## src/gpm_defines.vh

```
`ifndef GPM_DEFINES_VH
`define GPM_DEFINES_VH

// ==========================================
// register indices (byte address is four times the index)
`define GPM_IDX_P0_DATA 8'h80
`define GPM_IDX_P1_DATA 8'h90
`define GPM_IDX_P2_DATA 8'ha0
`define GPM_IDX_P3_DATA 8'hb0
`define GPM_IDX_P0_MODE_A 8'h96
`define GPM_IDX_P0_MODE_B 8'h97
`define GPM_IDX_P1_MODE_A 8'h9e
`define GPM_IDX_P1_MODE_B 8'h9f
`define GPM_IDX_P2_MODE_A 8'ha6
`define GPM_IDX_P2_MODE_B 8'ha7
`define GPM_IDX_P3_MODE_A 8'hbe
`define GPM_IDX_P3_MODE_B 8'hbf

// ==========================================
// implemented pin masks per port
`define GPM_MASK_P0 8'h60
`define GPM_MASK_P1 8'hcf
`define GPM_MASK_P2 8'h7f
`define GPM_MASK_P3 8'h0f

// ==========================================
// reset values
`define GPM_RST_DATA 8'hff
`define GPM_RST_MODE_A 8'hff
`define GPM_RST_MODE_B 8'h00

// ==========================================
// pin modes, {b, a}
`define GPM_MODE_OPEN_DRAIN 2'h0
`define GPM_MODE_QUASI 2'h1
`define GPM_MODE_HIGH_IMPEDANCE 2'h2
`define GPM_MODE_PUSH_PULL 2'h3

// ==========================================
// timing and bus
`define GPM_QUASI_BOOST 2'h2
`define GPM_HTRANS_NONSEQ_BIT 1

`endif

```

## src/gpm_sync.v

```verilog
`timescale 1ns/1ns

// ==========================================
// two-stage level synchroniser
module gpm_sync
(
	input wire hclk,
	input wire hresetn,
	input wire [31:0] d,
	output wire [31:0] q
);
	reg [31:0] meta_reg;
	reg [31:0] sync_reg;

	always @(posedge hclk or negedge hresetn)
	begin
		if (!hresetn)
		begin
			meta_reg <= 32'hffffffff;
			sync_reg <= 32'hffffffff;
		end
		else
		begin
			meta_reg <= d;
			sync_reg <= meta_reg;
		end
	end

	assign q = sync_reg;
endmodule // gpm_sync

```

## src/gpm_pin.v

```verilog
`timescale 1ns/1ns
`include "gpm_defines.vh"

// ==========================================
// one pin driver: mode and latch to drive, enable, pull-up
module gpm_pin
(
	input wire hclk,
	input wire hresetn,
	input wire latch,
	input wire [1:0] mode,
	output wire pin_out,
	output wire pin_oe,
	output wire pin_pullup
);
	reg out_reg;
	reg oe_reg;
	reg pu_reg;
	reg latch_prev_reg;
	reg [1:0] boost_reg;
	reg out_next;
	reg oe_next;
	reg pu_next;
	reg [1:0] boost_next;

	always @*
	begin
		out_next = 1'b0;
		oe_next = 1'b0;
		pu_next = 1'b0;
		boost_next = 2'h0;
		case (mode)
		`GPM_MODE_OPEN_DRAIN:
		begin
			out_next = 1'b0;
			oe_next = ~latch;
		end
		`GPM_MODE_QUASI:
		begin
			// short strong high speeds the rising edge past the weak pull-up
			if (latch && !latch_prev_reg)
				boost_next = `GPM_QUASI_BOOST;
			else if (boost_reg != 2'h0)
				boost_next = boost_reg - 2'h1;
			out_next = latch;
			oe_next = ~latch | (boost_next != 2'h0);
			pu_next = latch;
		end
		`GPM_MODE_HIGH_IMPEDANCE:
		begin
			oe_next = 1'b0;
		end
		`GPM_MODE_PUSH_PULL:
		begin
			out_next = latch;
			oe_next = 1'b1;
		end
		default:
		begin
			oe_next = 1'b0;
		end
		endcase
	end

	always @(posedge hclk or negedge hresetn)
	begin
		if (!hresetn)
		begin
			out_reg <= 1'b1;
			oe_reg <= 1'b0;
			pu_reg <= 1'b1;
			latch_prev_reg <= 1'b1;
			boost_reg <= 2'h0;
		end
		else
		begin
			out_reg <= out_next;
			oe_reg <= oe_next;
			pu_reg <= pu_next;
			latch_prev_reg <= latch;
			boost_reg <= boost_next;
		end
	end

	assign pin_out = out_reg;
	assign pin_oe = oe_reg;
	assign pin_pullup = pu_reg;
endmodule // gpm_pin

```

## src/gpm_top.v

```verilog
// Our own choice: the AHB-Lite slave port.
`timescale 1ns/1ns
`include "gpm_defines.vh"

// Functional notes
// [RQ1] pin mode is {b,a}: 00 open drain, 01 quasi, 10 high-z, 11 push-pull
// [RQ2] port0 data has only bits 6 and 5, resets to all ones
// [RQ3] port1 data bits 7,6,3..0 reach pins, 5 and 4 reserved, resets ones
// [RQ4] port2 data bits 6..0 reach pins, bit 7 reserved, resets ones
// [RQ5] port3 data bits 3..0 reach pins, upper nibble reserved, resets ones
// [RQ6] port0 mode a holds only pins 6 and 5, resets ones
// [RQ7] port0 mode b holds only pins 6 and 5, resets zeros: quasi start
// [RQ8] port1 mode a holds pins 7,6,3..0, resets ones
// [RQ9] port1 mode b holds pins 7,6,3..0, resets zeros
// [RQ10] ports 2 and 3 have mode a/b pairs, same coding and resets
// [RQ11] data reads return pin levels; reserved bits ignore writes
module gpm_top
(
	input wire hclk,
	input wire hresetn,
	input wire hsel,
	input wire [31:0] haddr,
	input wire [1:0] htrans,
	input wire hwrite,
	input wire [2:0] hsize,
	input wire [31:0] hwdata,
	input wire hready,
	output wire hreadyout,
	output wire hresp,
	output wire [31:0] hrdata,
	input wire [7:0] port0_pin_in,
	output wire [7:0] port0_pin_out,
	output wire [7:0] port0_pin_oe,
	output wire [7:0] port0_pin_pullup,
	input wire [7:0] port1_pin_in,
	output wire [7:0] port1_pin_out,
	output wire [7:0] port1_pin_oe,
	output wire [7:0] port1_pin_pullup,
	input wire [7:0] port2_pin_in,
	output wire [7:0] port2_pin_out,
	output wire [7:0] port2_pin_oe,
	output wire [7:0] port2_pin_pullup,
	input wire [7:0] port3_pin_in,
	output wire [7:0] port3_pin_out,
	output wire [7:0] port3_pin_oe,
	output wire [7:0] port3_pin_pullup
);
	// ==========================================
	// per-port constant tables, port n in bits n*8+7..n*8
	localparam [31:0] IDX_DATA = {`GPM_IDX_P3_DATA, `GPM_IDX_P2_DATA,
		`GPM_IDX_P1_DATA, `GPM_IDX_P0_DATA};
	localparam [31:0] IDX_MODE_A = {`GPM_IDX_P3_MODE_A, `GPM_IDX_P2_MODE_A,
		`GPM_IDX_P1_MODE_A, `GPM_IDX_P0_MODE_A};
	localparam [31:0] IDX_MODE_B = {`GPM_IDX_P3_MODE_B, `GPM_IDX_P2_MODE_B,
		`GPM_IDX_P1_MODE_B, `GPM_IDX_P0_MODE_B};
	localparam [31:0] PIN_MASK = {`GPM_MASK_P3, `GPM_MASK_P2,
		`GPM_MASK_P1, `GPM_MASK_P0};

	// ==========================================
	// data-phase states
	localparam [1:0] ST_IDLE = 2'h0;
	localparam [1:0] ST_WRITE = 2'h1;
	localparam [1:0] ST_RD_WAIT = 2'h2;
	localparam [1:0] ST_RD_DONE = 2'h3;

	reg [1:0] state_reg;
	reg [1:0] state_next;
	reg [7:0] idx_reg;
	reg [31:0] hrdata_reg;
	wire accept;
	wire wr_commit;
	wire ld_rdata;
	wire [31:0] pin_in_all;
	wire [31:0] pin_sync;
	wire [31:0] latch_all;
	wire [31:0] mode_a_all;
	wire [31:0] mode_b_all;
	wire [31:0] drv_out;
	wire [31:0] drv_oe;
	wire [31:0] drv_pu;
	wire [39:0] rd_chain;

	// ==========================================
	// ahb-lite slave
	assign accept = hsel & htrans[`GPM_HTRANS_NONSEQ_BIT] & hready;
	assign wr_commit = (state_reg == ST_WRITE);
	assign ld_rdata = (state_reg == ST_RD_WAIT);
	// one wait state on reads so read data come from a flip-flop
	assign hreadyout = (state_reg != ST_RD_WAIT);
	assign hresp = 1'b0;
	assign hrdata = hrdata_reg;

	always @*
	begin
		state_next = ST_IDLE;
		case (state_reg)
		ST_RD_WAIT:
			state_next = ST_RD_DONE;
		ST_IDLE, ST_WRITE, ST_RD_DONE:
		begin
			if (accept)
				state_next = hwrite ? ST_WRITE : ST_RD_WAIT;
			else
				state_next = ST_IDLE;
		end
		default:
			state_next = ST_IDLE;
		endcase
	end

	always @(posedge hclk or negedge hresetn)
	begin
		if (!hresetn)
		begin
			state_reg <= ST_IDLE;
			idx_reg <= 8'h00;
			hrdata_reg <= 32'h00000000;
		end
		else
		begin
			state_reg <= state_next;
			// misaligned addresses decode to no register
			if (accept)
				idx_reg <= (haddr[1:0] == 2'h0) ? haddr[9:2] : 8'h00;
			if (ld_rdata)
				hrdata_reg <= {24'h000000, rd_chain[39:32]};
		end
	end

	// ==========================================
	// pin input synchroniser
	assign pin_in_all = {port3_pin_in, port2_pin_in, port1_pin_in,
		port0_pin_in};

	gpm_sync u_sync
	(
		.hclk(hclk),
		.hresetn(hresetn),
		.d(pin_in_all),
		.q(pin_sync)
	);

	// ==========================================
	// per-port registers and read mux
	assign rd_chain[7:0] = 8'h00;

	genvar p;
	generate
		for (p = 0; p < 4; p = p + 1)
		begin : g_port
			localparam [7:0] MASK = PIN_MASK[p*8+:8];
			localparam [7:0] I_DATA = IDX_DATA[p*8+:8];
			localparam [7:0] I_A = IDX_MODE_A[p*8+:8];
			localparam [7:0] I_B = IDX_MODE_B[p*8+:8];
			reg [7:0] latch_reg;
			reg [7:0] mode_a_reg;
			reg [7:0] mode_b_reg;
			wire [7:0] rd_val;

			always @(posedge hclk or negedge hresetn)
			begin
				if (!hresetn)
				begin
					// [RQ2] [RQ3] [RQ4] [RQ5] latch reset ones
					latch_reg <= `GPM_RST_DATA;
					// [RQ6] [RQ8] [RQ10] mode a ones
					mode_a_reg <= `GPM_RST_MODE_A;
					// [RQ7] [RQ9] [RQ10] mode b zeros
					mode_b_reg <= `GPM_RST_MODE_B;
				end
				else if (wr_commit)
				begin
					// [RQ11] reserved bits keep
					if (idx_reg == I_DATA)
						latch_reg <= (latch_reg & ~MASK) | (hwdata[7:0] & MASK);
					// [RQ6] [RQ8] [RQ10] implemented bits only
					if (idx_reg == I_A)
						mode_a_reg <= (mode_a_reg & ~MASK) | (hwdata[7:0] & MASK);
					// [RQ7] [RQ9] [RQ10] implemented bits only
					if (idx_reg == I_B)
						mode_b_reg <= (mode_b_reg & ~MASK) | (hwdata[7:0] & MASK);
				end
			end

			// [RQ11] read pin levels
			assign rd_val = (idx_reg == I_DATA) ? (pin_sync[p*8+:8] & MASK) :
				(idx_reg == I_A) ? (mode_a_reg & MASK) :
				(idx_reg == I_B) ? (mode_b_reg & MASK) : 8'h00;
			assign rd_chain[(p+1)*8+:8] = rd_chain[p*8+:8] | rd_val;
			assign latch_all[p*8+:8] = latch_reg;
			assign mode_a_all[p*8+:8] = mode_a_reg;
			assign mode_b_all[p*8+:8] = mode_b_reg;
		end
	endgenerate

	// ==========================================
	// pin drivers
	genvar b;
	generate
		for (b = 0; b < 32; b = b + 1)
		begin : g_pin
			wire drv_oe_raw;
			wire drv_pu_raw;

			// [RQ1] mode from b,a pair
			gpm_pin u_pin
			(
				.hclk(hclk),
				.hresetn(hresetn),
				.latch(latch_all[b]),
				.mode({mode_b_all[b], mode_a_all[b]}),
				.pin_out(drv_out[b]),
				.pin_oe(drv_oe_raw),
				.pin_pullup(drv_pu_raw)
			);

			// [RQ2] [RQ3] [RQ4] [RQ5] reserved pins never drive
			assign drv_oe[b] = drv_oe_raw & PIN_MASK[b];
			assign drv_pu[b] = drv_pu_raw & PIN_MASK[b];
		end
	endgenerate

	assign port0_pin_out = drv_out[7:0] & `GPM_MASK_P0;
	assign port1_pin_out = drv_out[15:8] & `GPM_MASK_P1;
	assign port2_pin_out = drv_out[23:16] & `GPM_MASK_P2;
	assign port3_pin_out = drv_out[31:24] & `GPM_MASK_P3;
	assign port0_pin_oe = drv_oe[7:0];
	assign port1_pin_oe = drv_oe[15:8];
	assign port2_pin_oe = drv_oe[23:16];
	assign port3_pin_oe = drv_oe[31:24];
	assign port0_pin_pullup = drv_pu[7:0];
	assign port1_pin_pullup = drv_pu[15:8];
	assign port2_pin_pullup = drv_pu[23:16];
	assign port3_pin_pullup = drv_pu[31:24];
endmodule // gpm_top

```

## config.mk

```make
export PLATFORM = sky130hd
export DESIGN_NAME = gpm_top
export DESIGN_NICKNAME = d
export VERILOG_FILES = /design/src/gpm_sync.v /design/src/gpm_pin.v /design/src/gpm_top.v
export VERILOG_INCLUDE_DIRS = /design/src
export SDC_FILE = /design/constraint.sdc
export NUM_CORES = 1
export LEC_CHECK = 0
export CAP_MARGIN = 0
export CELL_PAD_IN_SITES_DETAIL_PLACEMENT = 0
export CELL_PAD_IN_SITES_GLOBAL_PLACEMENT = 1
export CORE_MARGIN = 2
export CORE_UTILIZATION = 45
export CTS_BUF_LIST = sky130_fd_sc_hd__clkbuf_16
export DETAILED_ROUTE_END_ITERATION = 10
export DONT_BUFFER_PORTS = 1
export GPL_ROUTABILITY_DRIVEN = 0
export GPL_TIMING_DRIVEN = 0
export PLACE_DENSITY_LB_ADDON = 0.05
export SLEW_MARGIN = 30
export SYNTH_ARGS = -nofsm -noshare
export SYNTH_HDL_FRONTEND = slang
export SYNTH_SLANG_ARGS = --single-unit
```

## constraint.sdc

```tcl
create_clock -name hclk -period 1.5 [get_ports hclk]
set_input_delay 0.45 -clock hclk [delete_from_list [all_inputs] [get_ports hclk]]
set_output_delay 0.45 -clock hclk [all_outputs]
set_load 0.05 [all_outputs]
```

==> reports/metrics.cfg <==
[setup_path]
start_kind = flop
path_buf_inv = 2
worstPathArrival_ps = 1320
critPathSlowestCell = dfrtp_1
worstReg2RegEnd = g_port[1].mode_a_reg[7]
critical-path-max-stage-delay_ps = 410
crit_chain = nor2b_4 > inv_6 > clkbuf_16
critPathTopFamily = flip-flops
r2r-start = idx_reg[5]
critPathMaxFanout = 5
critPathKind = reg2out
crit_path_end = hreadyout
path_depth = 3
r2r_cells = 5
cp-startpoint = state_reg[0]
cp.required_ps = 1050
critPathCaptureType = output pin
r2r_setup_slack_ps = -250

[floorplanning]
rows = 52
pin_count = 236
design.die.area_um2 = 22110
die_y_um = 148.7
core_um2 = 20360
initial_core_util_pct = 46.26
dieWidth_um = 148.7

[logic_synthesis]
syn_inst = 762
synth.avg_cell_area_um2 = 12.36
netlist_area_um2 = 9420
synth_compound_area_share_pct = 4.755
synth_flop_cell = dfstp_2
synth_cell_types = 43
yosysSeqAreaShare_pct = 62.07
synth_seq_cells = 227
async_reset_ff_share_pct = 100.0
ys_warn_count = 0
synthAdderAreaFrac_pct = 0
synth-simple-area-share_pct = 11.82
synth.mux.area_fraction_pct = 9.829
synth_top_family_by_area = simple AND/OR/NAND/NOR gates
synth_edf_count = 0
synth-xor-area-share_pct = 0

[clock_network]
h-tree-depth = 1
holdBufCountCts = 19
clk_latency_ps = 510
cts_tree = built
clk_path_buf_depth = 3
root_buffer = clkbuf_16
numCtsBuffers = 25
cts_sinks = 227
cts.reportedPaths.clkPinSlew_ps = 60

[final_layout]
diodes = 0
n_fill_cell = 1643
largest_reg_flops = 38
final_area_um2 = 12060
layout-drive-gt1-share_pct = 48.38
stdcell_count = 1194
multiInputGateArea_um2 = 3040
finalNetCount = 1012
seqCellArea_um2 = 5863
area_delta_synth_final_pct = 27.97

[sta]
slew_headroom_pct = 53.75
finalMaxSlewViolations = 0
fin_tns_setup_ps = -12860
tightestPinTransition_ps = 691.3
setup_viol = 104
post-route-period-util_pct = 118.3
finalClockSkew_ps = 16.87
period_minus_slack_ps = 1775
finalHoldViolCount = 227
max_freq_mhz = 563.5
rsz0062_at_grt = true
fin_ws_ps = -274.8
fin_hold_ws_ps = -353.3

[pwr]
p_leak_nw = 5.376
p_per_area_nw_per_um2 = 1246
ir_drop_mv = 1.102

[placed_design]
dp.cells = 1095
dp_hpwl_mm = 12.38
place_ws_ps = -407.8
place_area_um2 = 10050
port_buffers = 0

[run]
maxCapViolCount = 0

[route]
drtIter0Drc = 237
first_pass_iters = 4
vias = 5664
ant_nets = 0
drc = 0
wl_per_cell_um = 16.11
viasPerCell = 4.744
wl_mm = 19.23

[global_routing]
grt_pass1_vias = 5803
grt_start_max_net_pins = 228
track_usage_pct = 17.59
globalRouteOverflowTotal = 0
antenna_found_initial = 0
grt_pass1_wl_mm = 30.63

[outcome]
outcome = finished with violations
violations = hold timing, setup timing

[worst_hold_path]
min_path_type = in2async

worst min-delay path by stage:
stage	start	end	slack, ps
2_1_floorplan	hresetn	g_pin[10].u_pin.boost_reg[0]	150
3_3_place_gp	hresetn	g_pin[21].u_pin.pin_oe	160
3_5_place_dp	hresetn	g_pin[21].u_pin.boost_reg[1]	160
4_1_cts	hresetn	g_port[2].mode_b_reg[2]	-380
5_1_grt	hresetn	idx_reg[0]	-380
6_report	hresetn	g_pin[22].u_pin.pin_oe	-350
synth_stat cells, types with 2 or more instances:
master	number	area share, %
a21oi_1	26	1.4
a221oi_1	4	0.37
and2_1	20	1.3
and4b_1	2	0.21
buf_2	3	0.16
buf_4	124	9.9
clkbuf_1	5	0.20
dfrtp_1	94	25
dfstp_2	133	37
inv_1	27	1.1
mux2_2	58	6.9
mux2_4	6	0.96
mux2i_1	7	0.74
mux4_2	5	1.2
nand2_1	56	2.2
nand2b_1	19	1.3
nand3_1	4	0.21
nand3b_1	2	0.16
nand4_1	2	0.13
nor2_1	83	3.3
nor2b_1	3	0.20
nor4b_1	19	1.8
o21ai_0	31	1.6
o2bb2ai_1	5	0.46
o31ai_1	5	0.40
or3_1	2	0.13
area by class of cell:
cell class | count | area share [%]
clock inverters | 20 | 0.7888
flip-flops and latches | 227 | 48.64
multi-input cells | 437 | 25.22
plain buffers | 129 | 11.45
clock buffers | 25 | 5.189
inverters | 27 | 0.8822
well taps | 270 | 2.802
repair buffers | 59 | 5.034
per-layer routing:
metal	wire, um	global-route usage [%]
met1	7894	23.06
met4	450	5.429
met3	1526	4.202
met2	9361	29.21
met5	0	0
through the flow:
| stage | power, mW | util (%) |
|---|---|---|
| floorplan | 8.860 | - |
| global placement | 9.121 | 49.37 |
| detailed placement | 9.164 | 49.37 |
| CTS | 15.17 | 59.09 |
| global route | 15.70 | 59.20 |
| finish | 15.02 | 59.20 |
kinds of logic after synthesis:
group | Yosys count
other cells | 1
compound gates | 77
simple gates | 220
flops | 227
buf+inv | 161
mux | 76
layout by cell type (no fill, tap or decap), drive strengths merged, types with 20 or more instances in the layout:
| cell | instances |
|---|---|
| buf | 163 |
| clkbuf | 31 |
| dfstp | 133 |
| and2 | 20 |
| mux2 | 64 |
| dfrtp | 94 |
| conb | 64 |
| o21ai | 31 |
| nand2 | 56 |
| nor2 | 84 |
| inv | 35 |
| a21oi | 26 |
power by group:
group	switching, mW	internal [mW]	leakage [nW]	total, mW
Combinational	1.36	1.01	2.40	2.38
Clock	2.33	3.02	0.377	5.35
Sequential	0.589	6.71	2.60	7.30
Total	4.28	10.7	5.38	15.0
timing repair:
action,CTS,global route
hold endpoints to repair,246,227
gates resized for setup,200,12
buffers inserted,36,3
setup endpoints to repair,131,130
cloned,2,1
pin swaps,19,6
No activity file was read; power rests on OpenSTA's default activity.
